## config.mk

```make
export PLATFORM = sky130hd
export DESIGN_NAME = rles_regs
export DESIGN_NICKNAME = d
export VERILOG_FILES = /design/src/logic/rles_pkg.sv /design/src/logic/rles_lane_gate.sv /design/src/logic/rles_regs.sv
export SDC_FILE = /design/constraint.sdc
export NUM_CORES = 1
export LEC_CHECK = 0
export ABC_AREA = 1
export BUFFER_PORTS_ARGS = -buffer_cell sky130_fd_sc_hd__buf_2
export CAP_MARGIN = 20
export CORE_MARGIN = 4
export CORE_UTILIZATION = 45
export CTS_CLUSTER_SIZE = 8
export DETAILED_ROUTE_END_ITERATION = 7
export MAX_ROUTING_LAYER = met4
export PLACE_DENSITY = 0.75
export SLEW_MARGIN = 0
export SYNTH_ARGS = -nofsm -noshare
export SYNTH_HDL_FRONTEND = slang
export SYNTH_SLANG_ARGS = --single-unit
```

## constraint.sdc

```tcl
create_clock -name i_clk -period 4.7 [get_ports i_clk]
set_input_delay 0.705 -clock i_clk [delete_from_list [all_inputs] [get_ports i_clk]]
set_output_delay 0.705 -clock i_clk [all_outputs]
set_load 0.01 [all_outputs]
```

## src/logic/rles_pkg.sv

```systemverilog
/*
 package for the lane equalization and snoop register bank: offsets, field positions,
 reset values, mode codes and the carrier structs shared by the bank and its gating unit.
 assumes a single device clock; no other file defines these names.
*/
package rles_pkg;

   localparam logic [7:0] RLES_OFS_GENERAL   = 8'h0A;
   localparam logic [7:0] RLES_OFS_EQ_UPPER  = 8'h11;
   localparam logic [7:0] RLES_OFS_SNOOP_ST  = 8'h12;
   localparam logic [7:0] RLES_OFS_LANE_CTL  = 8'h13;

   localparam logic [7:0] RLES_RST_GENERAL   = 8'h01;
   localparam logic [7:0] RLES_RST_EQ_UPPER  = 8'h00;
   localparam logic [7:0] RLES_RST_SNOOP_ST  = 8'h00;
   localparam logic [7:0] RLES_RST_LANE_CTL  = 8'h00;

   localparam int RLES_POS_EQ_REGISTER_SOURCE = 4;
   localparam int RLES_POS_MODE_LO     = 0;
   localparam int RLES_POS_MODE_HI     = 1;
   localparam int RLES_POS_LANE3_EQ_LO = 4;
   localparam int RLES_POS_LANE2_EQ_LO = 0;
   localparam int RLES_POS_PWR_LO      = 5;
   localparam int RLES_POS_PWR_HI      = 6;
   localparam int RLES_POS_LCNT_HI     = 4;
   localparam int RLES_POS_SNOOP_OFF   = 7;

   // writable bits of the general and lane control registers
   localparam logic [7:0] RLES_WMASK_GENERAL  = 8'h BF;
   localparam logic [7:0] RLES_WMASK_LANE_CTL = 8'h BF;

   localparam logic [19:0] RLES_AUX_ADDR_PWR  = 20'h0_0600;
   localparam logic [19:0] RLES_AUX_ADDR_LCNT = 20'h0_0101;

   localparam logic [1:0] RLES_MODE_OFF_LOW   = 2'h0;
   localparam logic [1:0] RLES_MODE_OFF_IDLE  = 2'h1;
   localparam logic [1:0] RLES_MODE_ACTIVE    = 2'h2;

   localparam logic [1:0] RLES_PWR_ON         = 2'h1;

   typedef enum logic {
      RLES_GATE_SNOOP,
      RLES_GATE_REG
   } rles_gate_e;

   typedef struct packed {
      logic        wr;
      logic        rd;
      logic [7:0]  addr;
      logic [7:0]  wdata;
   } rles_req_s;

   typedef struct packed {
      logic        valid;
      logic [19:0] addr;
      logic [7:0]  data;
   } rles_aux_s;

   function automatic logic [3:0] rles_count_mask(input logic [4:0] cnt);
      case (cnt)
         5'h01:   rles_count_mask = 4'h1;
         5'h02:   rles_count_mask = 4'h3;
         5'h04:   rles_count_mask = 4'hF;
         default: rles_count_mask = 4'h0;
      endcase
   endfunction

endpackage

```

## src/logic/rles_lane_gate.sv

```systemverilog
/*
 lane gating unit: decides which of the four lanes run, from either the snooped
 lane count and power state or the software lane-off bits.
 assumes inputs are registered values from the bank in the same clock domain.
*/
`timescale 1ns/100ps
module rles_lane_gate
   import rles_pkg::*;
(
   input  wire logic       i_clk,        // device clock
   input  wire logic       i_sys_rst,    // async reset, active high
   input  wire rles_gate_e i_gate_src,   // snoop or register gating
   input  wire logic [1:0] i_mode,       // mode select field
   input  wire logic [1:0] i_pwr_state,  // captured power state
   input  wire logic [4:0] i_lane_count, // captured lane count
   input  wire logic [3:0] i_lane_off,   // software lane-off bits
   output logic      [3:0] o_lane_en     // registered lane enables
);

   logic [3:0] next_lane_en;

   always_comb begin
      next_lane_en = 4'h0;
      if (i_mode == RLES_MODE_ACTIVE) begin
         case (i_gate_src)
            RLES_GATE_SNOOP: begin
               // lane-off bits are ignored here, only the snooped values count
               if (i_pwr_state == RLES_PWR_ON) begin
                  next_lane_en = rles_count_mask(i_lane_count);
               end
            end
            RLES_GATE_REG: begin
               next_lane_en = ~i_lane_off;
            end
            default: begin
               next_lane_en = 4'h0;
            end
         endcase
      end
   end

   always_ff @(posedge i_clk or posedge i_sys_rst) begin
      if (i_sys_rst) begin
         o_lane_en <= 4'h0;
      end else begin
         o_lane_en <= next_lane_en;
      end
   end

endmodule

```

## src/logic/rles_regs.sv

```systemverilog
/*
 register bank of the redriver: general mode, lane 2/3 equalization, snoop status and
 lane gating control, plus the AUX write snooper that fills the status fields.
 assumes a register port already decoded from the serial host (one-cycle strobes) and
 an AUX write monitor that presents each observed write as a one-cycle valid.
*/
// Functional notes
// - lane 3 equalization, bits 7-4 at 0x11, follows the strap pins unless override is set.
// - lane 2 equalization, bits 3-0 at 0x11, follows the strap pins unless override is set.
// - an AUX write to 0x00600 while snooping is on is captured into status bits 6-5 as the power state.
// - an AUX write to 0x00101 while snooping is on is captured into status bits 4-0 as the lane count.
// - with snooping on, only lanes called for by the lane count run.
// - with snooping on, the captured power state also gates the lanes.
// - both captured fields clear when mode select bit 1 falls from 1 to 0.
// - control bit 7 at 0x13 chooses snoop gating (0) or register gating (1).
// - control bits 3-0 switch off lanes 3-0 while snooping is off.
// - lane-off bits are stored but have no effect while snooping is on.
// - status at 0x12 is read-only, hardware-updated, bit 7 reads zero.
// - general bit 4 picks strap pins (0) or register nibbles (1) for equalization.
// - general bits 1-0 select mode; software writes 2 to run the display path.
`timescale 1ns/100ps
module rles_regs
   import rles_pkg::*;
(
   input  wire logic       i_clk,        // device clock, 50 MHz
   input  wire logic       i_sys_rst,    // async reset, active high
   input  wire rles_req_s  i_req,        // register access from the serial host
   input  wire rles_aux_s  i_aux,        // observed AUX write
   input  wire logic [1:0] i_eq_strap_pins, // equalization strap pins
   output logic      [7:0] o_rdata,      // read data, valid the cycle after i_req.rd
   output logic            o_rvalid,     // read data valid pulse
   output logic      [3:0] o_lane2_eq,   // equalization applied to lane 2
   output logic      [3:0] o_lane3_eq,   // equalization applied to lane 3
   output logic      [1:0] o_mode,       // mode select field
   output logic      [3:0] o_lane_en     // lane enables
);

   logic [7:0] general;
   logic [7:0] eq_select_upper_lanes;
   logic [1:0] pwr_state;
   logic [4:0] lane_count;
   logic [7:0] lane_gating_control;
   logic [1:0] strap_q;
   logic [3:0] strap_eq;
   logic       mode_bit1_fall;
   logic       eq_register_source;
   logic [7:0] snoop_capture_status;
   logic [7:0] next_rdata;
   rles_gate_e gate_src;

   assign eq_register_source   = general[RLES_POS_EQ_REGISTER_SOURCE];
   assign snoop_capture_status = {1'b0, pwr_state, lane_count};
   assign gate_src = lane_gating_control[RLES_POS_SNOOP_OFF] ? RLES_GATE_REG
                                                             : RLES_GATE_SNOOP;
   // strap code widened into one nibble; pins are static so one register stage suffices
   assign strap_eq = {2'b00, strap_q};
   assign mode_bit1_fall = general[RLES_POS_MODE_HI] & i_req.wr
                         & (i_req.addr == RLES_OFS_GENERAL)
                         & ~i_req.wdata[RLES_POS_MODE_HI];

   always_ff @(posedge i_clk or posedge i_sys_rst) begin
      if (i_sys_rst) begin
         strap_q <= 2'h0;
      end else begin
         strap_q <= i_eq_strap_pins;
      end
   end

   // general mode register
   always_ff @(posedge i_clk or posedge i_sys_rst) begin
      if (i_sys_rst) begin
         general <= RLES_RST_GENERAL;
      end else if (i_req.wr && i_req.addr == RLES_OFS_GENERAL) begin
         general <= i_req.wdata & RLES_WMASK_GENERAL;
      end
   end

   // equalization nibbles: mirror the straps until software takes over
   always_ff @(posedge i_clk or posedge i_sys_rst) begin
      if (i_sys_rst) begin
         eq_select_upper_lanes <= RLES_RST_EQ_UPPER;
      end else if (!eq_register_source) begin
         eq_select_upper_lanes <= {strap_eq, strap_eq};
      end else if (i_req.wr && i_req.addr == RLES_OFS_EQ_UPPER) begin
         eq_select_upper_lanes <= i_req.wdata;
      end
   end

   // snoop capture; a capture in the cycle of the mode fall clear wins, so that a
   // sink write seen at that moment is not lost
   always_ff @(posedge i_clk or posedge i_sys_rst) begin
      if (i_sys_rst) begin
         pwr_state  <= RLES_RST_SNOOP_ST[RLES_POS_PWR_HI:RLES_POS_PWR_LO];
         lane_count <= RLES_RST_SNOOP_ST[RLES_POS_LCNT_HI:0];
      end else begin
         if (mode_bit1_fall) begin
            pwr_state  <= 2'h0;
            lane_count <= 5'h00;
         end
         if (i_aux.valid && gate_src == RLES_GATE_SNOOP) begin
            if (i_aux.addr == RLES_AUX_ADDR_PWR) begin
               pwr_state <= i_aux.data[RLES_POS_PWR_HI-RLES_POS_PWR_LO:0];
            end
            if (i_aux.addr == RLES_AUX_ADDR_LCNT) begin
               lane_count <= i_aux.data[RLES_POS_LCNT_HI:0];
            end
         end
      end
   end

   // lane gating control; bit 6 reads zero and is not writable
   always_ff @(posedge i_clk or posedge i_sys_rst) begin
      if (i_sys_rst) begin
         lane_gating_control <= RLES_RST_LANE_CTL;
      end else if (i_req.wr && i_req.addr == RLES_OFS_LANE_CTL) begin
         lane_gating_control <= i_req.wdata & RLES_WMASK_LANE_CTL;
      end
   end

   always_comb begin
      next_rdata = 8'h00;
      case (i_req.addr)
         RLES_OFS_GENERAL:  next_rdata = general;
         RLES_OFS_EQ_UPPER: next_rdata = eq_select_upper_lanes;
         RLES_OFS_SNOOP_ST: next_rdata = snoop_capture_status;
         RLES_OFS_LANE_CTL: next_rdata = lane_gating_control;
         default:           next_rdata = 8'h00;
      endcase
   end

   always_ff @(posedge i_clk or posedge i_sys_rst) begin
      if (i_sys_rst) begin
         o_rdata  <= 8'h00;
         o_rvalid <= 1'b0;
      end else begin
         o_rvalid <= i_req.rd;
         if (i_req.rd) begin
            o_rdata <= next_rdata;
         end
      end
   end

   always_ff @(posedge i_clk or posedge i_sys_rst) begin
      if (i_sys_rst) begin
         o_lane2_eq <= 4'h0;
         o_lane3_eq <= 4'h0;
         o_mode     <= RLES_RST_GENERAL[RLES_POS_MODE_HI:RLES_POS_MODE_LO];
      end else begin
         o_lane2_eq <= eq_select_upper_lanes[RLES_POS_LANE2_EQ_LO +: 4];
         o_lane3_eq <= eq_select_upper_lanes[RLES_POS_LANE3_EQ_LO +: 4];
         o_mode     <= general[RLES_POS_MODE_HI:RLES_POS_MODE_LO];
      end
   end

   rles_lane_gate u_gate (
      .i_clk        (i_clk),
      .i_sys_rst    (i_sys_rst),
      .i_gate_src   (gate_src),
      .i_mode       (general[RLES_POS_MODE_HI:RLES_POS_MODE_LO]),
      .i_pwr_state  (pwr_state),
      .i_lane_count (lane_count),
      .i_lane_off   (lane_gating_control[3:0]),
      .o_lane_en    (o_lane_en)
   );

endmodule

```

; ---- Yosys cells after proc, flatten, opt, wreduce, memory -nomap -nowiden
; Index checks and enable logic that the tools add are counted.
[op_classes]
eq_ne = 12
mux = 14
bitwise = 6
reduce_logical = 4
[ops]
columns = operator, n
row1 = 8-bit case mux with 4 select lines, 1
row2 = 8-bit by 5-bit equality test with 1-bit output (second input constant), 3
row3 = 20-bit by 11-bit equality test with 1-bit output (second input constant), 1
row4 = 20-bit by 9-bit equality test with 1-bit output (second input constant), 1
row5 = 8-bit 2-to-1 mux, 2
row6 = 5-bit 2-to-1 mux, 3
row7 = 4-bit case mux with 3 select lines, 1
row8 = 8-bit by 4-bit equality test with 1-bit output (second input constant), 1
row9 = 4-bit 2-to-1 mux, 2
row10 = 4-bit case mux with 2 select lines, 1
row11 = 2-bit 2-to-1 mux, 3
row12 = 5-bit by 1-bit equality test with 1-bit output (second input constant), 1
row13 = 5-bit by 2-bit equality test with 1-bit output (second input constant), 1
row14 = 5-bit by 3-bit equality test with 1-bit output (second input constant), 1
row15 = 1-bit logical AND, 4
row16 = 4-bit NOT, 1
row17 = 1-bit bitwise AND, 3
row18 = 2-bit by 1-bit equality test with 1-bit output (second input constant), 1
row19 = 2-bit equality test (second input constant), 1
row20 = 2-bit by 1-bit inequality test with 1-bit output (second input constant), 1
row21 = 1-bit NOT, 2
row22 = 1-bit 2-to-1 mux, 1
[totals]
reg_bits = 54
in_bits = 51
out_inout_bits = 23
word_cells = 48

; ---- Depth between registers and ports, before layout
; Gate-level depths: netlist (run 1).
[depth]
word_depth = 6
ltp_mapped = 9

; ---- Modules after synthesis
; A second synthesis (run 1) with hierarchy kept.
[unflattened]
hier_cells = 304
hier_area_um2 = 2645.0
[modules_own_cells]
columns = module, instances, cells_per_inst, area_each_um2
row1 = rles_regs, 1, 265, 2398.6
row2 = rles_lane_gate, 1, 39, 246.5

; ---- Worst setup path before layout (run 1)
; OpenSTA, ideal clock, no wires.
[synth_timing]
kind = input-to-reg
startpoint = in i_aux[23] in the netlist's numbering
endpoint = reg lane_count[0]
arrival_ns = 1.430
required_ns = 4.582
slack_ns = 3.152
stages = 6
path_cell_list = nor2_1 -> nand2_1 -> nor2_2 -> nand3_1 -> nand3_1 -> nand2_1
[synth_via]
elab_chain_cells = 3
[synth_lines]
columns = item, line_no
row1 = from (decl), rles_regs.sv:28  ; input wire rles_aux_s i_aux,
row2 = 20-bit by 9-bit equality test with 1-bit output, rles_regs.sv:104  ; if (i_aux.addr == RLES_AUX_ADDR_LCNT) begin
row3 = 5-bit 2-to-1 mux, rles_regs.sv:104
row4 = 5-bit 2-to-1 mux, rles_regs.sv:100  ; if (i_aux.valid && gate_src == RLES_GATE_SNOOP) begin
row5 = to (signal assigned), rles_regs.sv:94  ; lane_count <= RLES_RST_SNOOP_ST[RLES_POS_LCNT_HI:0];
row6 = to (signal assigned), rles_regs.sv:105  ; lane_count <= i_aux.data[RLES_POS_LCNT_HI:0];
row7 = to (decl), rles_regs.sv:41  ; logic [4:0] lane_count;
; Every way passes these cells.
; A chain may end at the register's enable or synchronous reset.

; ---- Worst setup path after layout (run 1)
[layout_timing]
startpoint = in i_req[13] in the netlist's numbering
endpoint = reg lane_gating_control[5]
[layout_via]
elab_chain_cells = 2
[layout_lines]
columns = item, line_no
row1 = from (decl), rles_regs.sv:27  ; input wire rles_req_s i_req,
row2 = 8-bit by 5-bit equality test with 1-bit output, rles_regs.sv:115  ; end else if (i_req.wr && i_req.addr == RLES_OFS_LANE_CTL) begin
row3 = 1-bit logical AND, rles_regs.sv:115
row4 = to (signal assigned), rles_regs.sv:116  ; lane_gating_control <= i_req.wdata & RLES_WMASK_LANE_CTL;
row5 = to (decl), rles_regs.sv:42  ; logic [7:0] lane_gating_control;
; Every way passes these cells.

==> impl_metrics.env, run 1 <==
export IMPL_fin_worst_skew_ps=5.54
export IMPL_cts_root_buf="clkbuf_8"
export IMPL_timing_hold_violations_final=0
export IMPL_pin_count=74
export IMPL_grt_pass1_wl_mm=9.87
export IMPL_cts_max_path_buffers=2
export IMPL_tightest_slew_ps=507
export IMPL_grt_start_max_net_pins=55
export IMPL_syn_area_sq_um=2590
export IMPL_met2_length_mm=2.86
export IMPL_final_cell_count_no_fill=450
export IMPL_synth_area_leaders="dfrtp_1 50%, nand2_1 12%, nand3_1 11%, inv_1 4.6%, o21ai_0 2.7%"
export IMPL_worstSetupStartpointType="input pin"
export IMPL_nFillCells=505
export IMPL_start_util_pct=46.8
export IMPL_die_w_um=83.9
export IMPL_cap_violations=0
export IMPL_finalSetupViolations=0
export IMPL_fin_util_pct=56.4
export IMPL_r2r_end="pwr_state[0]"
export IMPL_viasPerCell=4.88
export IMPL_required_ps=4900
export IMPL_first_pass_iters=4
export IMPL_clkPwrFrac_pct=32.4
export IMPL_avgSynthCellArea_sq_um=8.51
export IMPL_startpoint="i_req[13]"
export IMPL_ys_ff_latch=54
export IMPL_vdd_drop_max_uv=139
export IMPL_htreeDepth=2
export IMPL_ant_nets=0
export IMPL_r2r_start="lane_gating_control[7]"
export IMPL_cp_common_cell="nand2_1"
export IMPL_place_inst=442
export IMPL_crit_type="in -> reg"
export IMPL_reg2reg_depth=6
export IMPL_hold_buffers=0
export IMPL_power_density_nw_per_um2=311
export IMPL_die_height_um=83.9
export IMPL_maxSlewViolCount=0
export IMPL_antenna_cells=0
export IMPL_layout_drive_gt1_share_pct=29.9
export IMPL_outcome="finished clean"
export IMPL_placed_area_sq_um=2990
export IMPL_fmaxAchievable_mhz=537
export IMPL_yosysWarnings=0
export IMPL_synth_edf_count=0
export IMPL_cp_max_fo=23
export IMPL_gr_total_overflow=0
export IMPL_multi_input_area_sq_um=1070
export IMPL_cts_buffers=5
export IMPL_synth_nets=356
export IMPL_setup_ws_ps=2840
export IMPL_die_area_sq_um=7050
export IMPL_rows=27
export IMPL_numPortBuffers=70
export IMPL_clk_latency_ps=310
export IMPL_ff_latch_area_sq_um=1350
export IMPL_drc=0
export IMPL_area_delta_synth_final_pct=20.4
export IMPL_p_seq_share_pct=55.0
export IMPL_cts_resized=0
export IMPL_synth_common_cells="82 x nand2_1, 55 x nand3_1, 52 x dfrtp_1, 32 x inv_1, 14 x o21ai_0"
export IMPL_tritoncts="done"
export IMPL_grt_pass1_vias=2223
export IMPL_maxSlewHeadroom_pct=66.1
export IMPL_worstSetupEndpointType="flip-flop"
export IMPL_max_stage_delay_ps=430
export IMPL_fin_nets=429
export IMPL_grt_antenna_before_repair=0
export IMPL_crit_chain="buf_2, inv_1, nand2_1, nor2_4, nand3_2, nand2_1, o21ai_2"
export IMPL_drt_iter0_drc=122
export IMPL_gp_congestion=0.823
export IMPL_netlist_area_leader_share_pct=50.1
export IMPL_vias=2197
export IMPL_wl_met3_um=309
export IMPL_post_cts_buffers=0
export IMPL_fin_setup_tns_ps=0
export IMPL_clk_transition_reported_paths_ps=90
export IMPL_hold_class="in -> async"
export IMPL_highest_layer="met4"
export IMPL_p_sw_share_pct=25.0
export IMPL_synth_distinct_cells=29
export IMPL_p_leak_uw=0.00174
export IMPL_grtUsageTotal_pct=17.8
export IMPL_period_minus_slack_ps=1860
export IMPL_yosys_most_used_dff="dfrtp_1"
export IMPL_wl_met1_mm=2.51
export IMPL_p_int_uw=730
export IMPL_reg2reg_slack_ps=3290
export IMPL_numClockSinks=54
export IMPL_pwr_share_comb_pct=12.6
export IMPL_yosys_area_top_type="dfrtp_1"
export IMPL_final_cell_area_sq_um=3130
export IMPL_avgRoutedWirePerCell_um=12.8
export IMPL_synth_yosys_seq_area_share_pct=52.2
export IMPL_crit_path_end="lane_gating_control[5]"
export IMPL_drt_total_wl_mm=5.77
export IMPL_arrival_ps=2060
export IMPL_synth_most_common_cell="nand2_1"
export IMPL_hpwl_mm=4.37
export IMPL_crit_slowest_cell="nor2_4"
export IMPL_finalCritPeriodShare_pct=39.6
export IMPL_netlist_instances=305
export IMPL_dp_slack_ps=2530
export IMPL_rsz0062_at_grt="no"
export IMPL_async_flop_share_pct=100
export IMPL_power_switching_uw=244
export IMPL_core_sq_um=5540
[layer usage]
metal	global-route usage, %	vias to the layer above
met1	20.9	1000
met3	3.75	8
met2	29.3	58
met4	8.33	0
li1	-	1131
met5	-	-
[per-stage QoR]
step | hold WS [ps] | power (uW)
2_1_floorplan | 368 | 607
3_3_place_gp | 385 | 662
3_5_place_dp | 383 | 667
4_1_cts | 398 | 977
5_1_grt | 326 | 1020
6_report | 313 | 973
[power by group through the flow]
stage / logic [uW] / registers, uW / clock network (uW)
final: 123 / 535 / 315
after global routing: 139 / 542 / 337
after CTS: 123 / 536 / 318
after detailed placement: 123 / 545 / 0
after global placement: 119 / 543 / 0
after floorplan: 60.6 / 546 / 0
[state kept, by name (all words and copies together) (netlist names)]
| name | count |
|---|---|
| general | 7 |
| o_rdata | 8 |
| eq_select_upper_lanes | 8 |
| o_lane2_eq | 4 |
| strap_q | 2 |
| lane_gating_control | 7 |
| o_rvalid | 1 |
| pwr_state | 2 |
| u_gate.o_lane_en | 4 |
| o_mode | 2 |
| lane_count | 5 |
| o_lane3_eq | 4 |
[worst min path at each step]
stage | startpoint | endpoint | slack [ps]
2_1_floorplan | general[0] | o_mode[0] | 370
3_3_place_gp | general[0] | o_mode[0] | 390
3_5_place_dp | general[0] | o_mode[0] | 380
4_1_cts | general[0] | o_mode[0] | 400
5_1_grt | i_sys_rst | o_lane2_eq[2] | 330
6_report | i_sys_rst | o_lane2_eq[2] | 310
[critical path: cells and delay by family]
kind	cells	cell delay [ps]
AO/OA/AOI/OAI	1	60
buffers and inverters	2	150
AND/OR/NAND/NOR	4	1130
[kinds of logic after synthesis]
logic type	count (synthesis)	share of synthesized area [%]
compound gates	35	7.96
buf+inv	40	6.70
flops	54	52.2
simple gates	176	33.2
[final cells by class]
cell class,instances,share of cell area (%)
clock inverter,1,0.961
tap,72,2.88
sequential,54,43.3
clock buffer,6,2.64
inverter,35,4.20
timing repair buffer,71,11.8
multi-input combinational,211,34.1
[cell usage in the layout (no fill, tap or decap), types with 2 or more instances in the layout]
cell and count:
o21ai_0 14, o21ai_1 8, inv_2 4, nand2_1 82, nand3_2 2, o21ai_2 7, nor2_2 2, nand2_4 3
dfrtp_1 52, nor2_1 13, buf_2 70, nand2_2 5, dfstp_2 2, nor2_4 5, nor3_1 2, clkbuf_8 6
a21oi_1 4, nand3_1 55, inv_1 31
No activity file was read; power rests on OpenSTA's default activity.
==> run 2: changes to the inputs <==
--- a/config.mk
+++ b/config.mk
@@ -5,7 +5,7 @@
 export SDC_FILE = /design/constraint.sdc
 export NUM_CORES = 1
 export LEC_CHECK = 0
-export ABC_AREA = 1
+export ABC_AREA = 0
 export BUFFER_PORTS_ARGS = -buffer_cell sky130_fd_sc_hd__buf_2
 export CAP_MARGIN = 20
 export CORE_MARGIN = 4
@@ -13,7 +13,7 @@
 export CTS_CLUSTER_SIZE = 8
 export DETAILED_ROUTE_END_ITERATION = 7
 export MAX_ROUTING_LAYER = met4
-export PLACE_DENSITY = 0.75
+export PLACE_DENSITY = 0.76
 export SLEW_MARGIN = 0
 export SYNTH_ARGS = -nofsm -noshare
 export SYNTH_HDL_FRONTEND = slang
==> constraint.sdc (replaced) <==
create_clock -name i_clk -period 1.8 [get_ports i_clk]
set_input_delay 0.27 -clock i_clk [delete_from_list [all_inputs] [get_ports i_clk]]
set_output_delay 0.27 -clock i_clk [all_outputs]
set_load 0.01 [all_outputs]
==> impl_metrics.env, run 2 <==
export IMPL_outcome="complete, but fails checks"
export IMPL_synth_nets=231
export IMPL_fin_nets=311
export IMPL_ant_nets=0
export IMPL_finalCritPeriodShare_pct=92.4
export IMPL_synth_edf_count=0
export IMPL_die_area_sq_um=6570
export IMPL_yosys_area_top_type="dfrtp_1"
export IMPL_yosysWarnings=0
export IMPL_grt_start_max_net_pins=24
export IMPL_hold_buffers=0
export IMPL_clk_transition_reported_paths_ps=90
export IMPL_p_seq_share_pct=60.3
export IMPL_cp_max_fo=5
export IMPL_grt_pass1_wl_mm=8.52
export IMPL_placed_area_sq_um=2890
export IMPL_yosys_most_used_dff="dfrtp_1"
export IMPL_power_density_nw_per_um2=704
export IMPL_crit_type="reg -> reg"
export IMPL_antenna_cells=0
export IMPL_required_ps=1990
export IMPL_violations="hold timing"
export IMPL_worstSetupStartpointType="flip-flop"
export IMPL_drt_total_wl_mm=5.19
export IMPL_clkPwrFrac_pct=31.0
export IMPL_grt_use_met3_pct=3.22
export IMPL_netlist_area_leader_share_pct=54.2
export IMPL_maxSlewViolCount=0
export IMPL_cts_max_path_buffers=2
export IMPL_avgRoutedWirePerCell_um=15.7
export IMPL_synth_common_cells="52 x dfrtp_1, 22 x nor2b_1, 21 x mux2_2, 14 x mux2i_1, 8 x a21oi_1"
export IMPL_async_flop_share_pct=100
export IMPL_ys_ff_latch=54
export IMPL_period_minus_slack_ps=1660
export IMPL_use_met2_pct=30.1
export IMPL_viasPerCell=5.19
export IMPL_grt_antenna_before_repair=0
export IMPL_netlist_instances=180
export IMPL_synth_most_common_cell="dfrtp_1"
export IMPL_avgSynthCellArea_sq_um=13.3
export IMPL_grtUsageTotal_pct=17.7
export IMPL_start_util_pct=46.7
export IMPL_fin_setup_tns_ps=0
export IMPL_gp_congestion=0.762
export IMPL_vias=1719
export IMPL_first_pass_iters=4
export IMPL_arrival_ps=1850
export IMPL_grt_met1_usage_pct=21.8
export IMPL_core_sq_um=5140
export IMPL_die_w_um=81.0
export IMPL_finalSetupViolations=0
export IMPL_hpwl_mm=4.04
export IMPL_drc=0
export IMPL_grt_pass1_vias=1791
export IMPL_worstSetupEndpointType="flip-flop"
export IMPL_syn_area_sq_um=2400
export IMPL_tightest_slew_ps=512
export IMPL_fin_hold_ws_ps=-7.45
export IMPL_final_cell_mix="70 x buf_2, 52 x dfrtp_1, 22 x nor2b_1"
export IMPL_p_int_uw=1610
export IMPL_fin_worst_skew_ps=8.26
export IMPL_timing_hold_violations_final=19
export IMPL_area_delta_synth_final_pct=24.1
export IMPL_pin_count=74
export IMPL_htreeDepth=2
export IMPL_gr_total_overflow=0
export IMPL_die_height_um=81.0
export IMPL_power_switching_uw=489
export IMPL_maxSlewHeadroom_pct=65.8
export IMPL_synth_distinct_cells=37
export IMPL_p_leak_uw=0.00154
export IMPL_pwr_share_comb_pct=8.7
export IMPL_drt_iter0_drc=82
export IMPL_numPortBuffers=70
export IMPL_post_cts_buffers=0
export IMPL_grt_busiest_layer="met2"
export IMPL_layout_commonest_cell="buf_2"
export IMPL_clk_latency_ps=300
export IMPL_synth_area_leaders="dfrtp_1 54%, mux2_2 9.9%, mux2i_1 5.8%, nor2b_1 5.7%, a221o_1 2.9%"
export IMPL_hold_class="in -> async"
export IMPL_synth_yosys_seq_area_share_pct=56.4
export IMPL_rsz0062_at_grt="no"
export IMPL_numClockSinks=54
export IMPL_rows=26
export IMPL_fmaxAchievable_mhz=601
export IMPL_top_regs="eq_select_upper_lanes x8, o_rdata x8"
export IMPL_cts_buffers=5
export IMPL_p_sw_share_pct=23.3
export IMPL_cap_violations=0
export IMPL_vdd_drop_max_uv=485
export IMPL_layout_drive_gt1_share_pct=46.7
export IMPL_tritoncts="done"
export IMPL_final_cell_area_sq_um=2980
export IMPL_cts_root_buf="clkbuf_8"
## run 2: area by class of cell
type	instances	area (sq um)
clock buffers	6	72.6
clock inverters	2	13.8
fillers	466	2160
inverters	2	7.51
multi-input cells	119	1020
flip-flops and latches	54	1350
well taps	70	87.6
repair buffers	78	423
## run 2: worst paths after layout
path                                   startpoint             to  slack [ps]  depth (start not counted)
setup / recovery           lane_gating_control[7]  lane_count[2]         140                          4
hold reg to reg                        general[0]      o_mode[0]         400                          0
max in group asynchronous               i_sys_rst      o_mode[0]        1190                          3
hold / removal                          i_sys_rst     o_rdata[7]          -7                          2
min in group i_clk             i_eq_strap_pins[1]     strap_q[1]          70                          1
setup reg to reg           lane_gating_control[7]  lane_count[2]         140                          4
## run 2: routing by layer
layer / vias up / share of wire [%]
met5: - / 0
met4: 0 / 1.2
met3: 7 / 4.6
met2: 48 / 52
met1: 838 / 42
li1: 826 / -
## run 2: worst max-delay path, stage by stage (launching register included)
cell,delay (ps)
dfrtp_1,400
nor4b_2,250
nand4_2,180
nor3_4,340
mux2_2,370
## run 2: power groups by stage
stage,Sequential (uW),Combinational [uW],Clock (uW)
floorplan,1290,76.8,0
global placement,1290,177,0
detailed placement,1290,183,0
CTS,1260,184,669
global route,1270,204,707
finish,1260,182,650
## run 2: logic make-up (layout without fill, tap and decap cells)
logic type      after synthesis  in the layout  synth area share (%)
compound gates               26             26                  8.13
xor+xnor                      1              1                 0.365
buf+inv                       7             88                  1.30
simple gates                 57             57                  18.1
flops                        54             54                  56.4
mux                          35             35                  15.7
## run 2: metrics by stage
stage | hold slack [ps] | setup slack, ps | cells | total power (uW) | util (%)
after floorplan | 301 | 146 | 180 | 1360 | -
after global placement | 326 | 62.4 | 323 | 1460 | 56.2
after detailed placement | 335 | 48.9 | 323 | 1470 | 56.2
after CTS | 4.79 | 46.3 | 331 | 2120 | 57.8
after global routing | 28.3 | 37.8 | 331 | 2180 | 57.9
final | -7.45 | 136 | 331 | 2100 | 57.9
## run 2: timing repair
action                                  in CTS  in global routing
endpoints found under the setup margin       0                  6
endpoints found under the hold margin        0                  0
gates resized for setup                      0                  1
==> run 3: changes to the inputs <==
--- a/config.mk
+++ b/config.mk
@@ -14,6 +14,7 @@
 export DETAILED_ROUTE_END_ITERATION = 7
 export MAX_ROUTING_LAYER = met4
 export PLACE_DENSITY = 0.76
+export RECOVER_POWER = 25
 export SLEW_MARGIN = 0
 export SYNTH_ARGS = -nofsm -noshare
 export SYNTH_HDL_FRONTEND = slang
==> impl_metrics.env, run 3 (synthesis results as in run 2) <==
export IMPL_die_height_um=81.0
export IMPL_fin_hold_ws_ps=68.2
export IMPL_viasPerCell=5.19
export IMPL_ant_nets=0
export IMPL_core_sq_um=5140
export IMPL_crit_chain="nor4b_2, nand4_2, nor3_4, mux2_2"
export IMPL_timing_hold_violations_final=0
export IMPL_max_stage_delay_ps=400
export IMPL_layout_drive_gt1_share_pct=46.0
export IMPL_drt_iter0_drc=82
export IMPL_top_regs="eq_select_upper_lanes x8, o_rdata x8"
export IMPL_clk_latency_ps=300
export IMPL_multi_input_area_sq_um=1020
export IMPL_grt_pass1_vias=1791
export IMPL_finalSetupViolations=0
export IMPL_worstSetupStartpointType="flip-flop"
export IMPL_fin_worst_skew_ps=8.26
export IMPL_post_cts_buffers=0
export IMPL_antenna_cells=0
export IMPL_drt_total_wl_mm=5.19
export IMPL_finalCritPeriodShare_pct=92.4
export IMPL_die_area_sq_um=6570
export IMPL_worstSetupEndpointType="flip-flop"
export IMPL_place_inst=323
export IMPL_rows=26
export IMPL_tightest_slew_ps=924
export IMPL_p_leak_uw=0.00154
export IMPL_cts_max_path_buffers=2
export IMPL_avgRoutedWirePerCell_um=15.7
export IMPL_setup_ws_ps=136
export IMPL_rsz0062_at_grt="no"
export IMPL_p_total_uw=2100
export IMPL_required_ps=1990
export IMPL_start_util_pct=46.7
export IMPL_cts_root_buf="clkbuf_8"
export IMPL_cp_max_fo=5
export IMPL_vias=1719
export IMPL_tritoncts="done"
export IMPL_arrival_ps=1850
export IMPL_grt_pass1_wl_mm=8.52
export IMPL_htreeDepth=2
export IMPL_numClockSinks=54
export IMPL_die_w_um=81.0
export IMPL_grt_antenna_before_repair=0
export IMPL_vdd_drop_max_uv=485
export IMPL_cts_buffers=5
export IMPL_period_minus_slack_ps=1660
export IMPL_drc=0
export IMPL_final_cell_mix="69 x buf_2, 52 x dfrtp_1, 22 x nor2b_1"
export IMPL_crit_type="reg -> reg"
export IMPL_grt_start_max_net_pins=24
export IMPL_layout_commonest_cell="buf_2"
export IMPL_ff_latch_area_sq_um=1350
export IMPL_power_density_nw_per_um2=704
export IMPL_maxSlewViolCount=0
export IMPL_outcome="finished clean"
export IMPL_numPortBuffers=70
export IMPL_dp_slack_ps=48.9
export IMPL_cap_violations=0
export IMPL_crit_slowest_cell="dfrtp_1"
export IMPL_fin_nets=311
export IMPL_area_delta_synth_final_pct=24.0
export IMPL_first_pass_iters=4
export IMPL_maxSlewHeadroom_pct=38.3
export IMPL_fmaxAchievable_mhz=601
export IMPL_gp_congestion=0.762
export IMPL_hpwl_mm=4.04
export IMPL_fin_setup_tns_ps=0
export IMPL_grtUsageTotal_pct=17.7
export IMPL_clk_transition_reported_paths_ps=90
export IMPL_hold_class="in -> reg"
export IMPL_nFillCells=467
export IMPL_pin_count=74
export IMPL_final_cell_count_no_fill=331
export IMPL_gr_total_overflow=0
[run 3: changes by cell type in the layout (fill, tap and decap cells not counted)]
cell / before / now
buf_2: 70 / 69
clkbuf_1: 1 / 2
inv_1: 1 / 2
inv_2: 1 / 0
[run 3: area by class of cell]
class / instances / share of cell area, %
clock buffers: 6 / 2.44
clock inverters: 2 / 0.462
inverters: 2 / 0.252
multi-input cells: 119 / 34.3
flip-flops and latches: 54 / 45.5
well taps: 70 / 2.94
repair buffers: 78 / 14.2
[run 3: metrics by stage]
| step | cell area (sq um) | util (%) |
|---|---|---|
| final | 2980 | 57.9 |
| after global routing | 2980 | 57.9 |
| after CTS | 2970 | 57.8 |
| after detailed placement | 2890 | 56.2 |
| after global placement | 2890 | 56.2 |
| after floorplan | 2400 | - |
[run 3: layer usage]
metal	track usage [%]	share of wire, %	vias to the layer above	wire length (um)
li1	-	-	826	-
met1	21.8	42	838	2190
met2	30.1	52	48	2700
met3	3.22	4.6	7	241
met4	4.39	1.2	0	62
met5	-	0	-	0
[run 3: final timing paths]
check | endpoint | cells after the start | slack, ps | start
max | lane_count[2] | 4 | 140 | lane_gating_control[7]
min | strap_q[1] | 1 | 70 | i_eq_strap_pins[1]
max reg2reg | lane_count[2] | 4 | 140 | lane_gating_control[7]
min reg2reg | o_mode[0] | 0 | 400 | general[0]
max in group asynchronous | o_mode[0] | 3 | 860 | i_sys_rst
min in group asynchronous | o_rdata[7] | 2 | 160 | i_sys_rst
[run 3: report_power, final]
part	internal [uW]	switching [uW]	leakage, uW
clock	275	375	0.0000452
combinational	87.3	93.9	0.000776
sequential	1240	19.7	0.000719
[run 3: worst max-delay path: cells and delay by family, from the launching register on]
family / cells / cell delay, ps
AND/OR/NAND/NOR: 3 / 770
flip-flops: 1 / 400
multiplexers: 1 / 370
[run 3: what timing repair did]
item / 4_1_cts / 5_1_grt
gates resized for setup: 0 / 1
hold buffers: 0 / 0
setup endpoints to repair: 0 / 6
hold endpoints to repair: 0 / 0
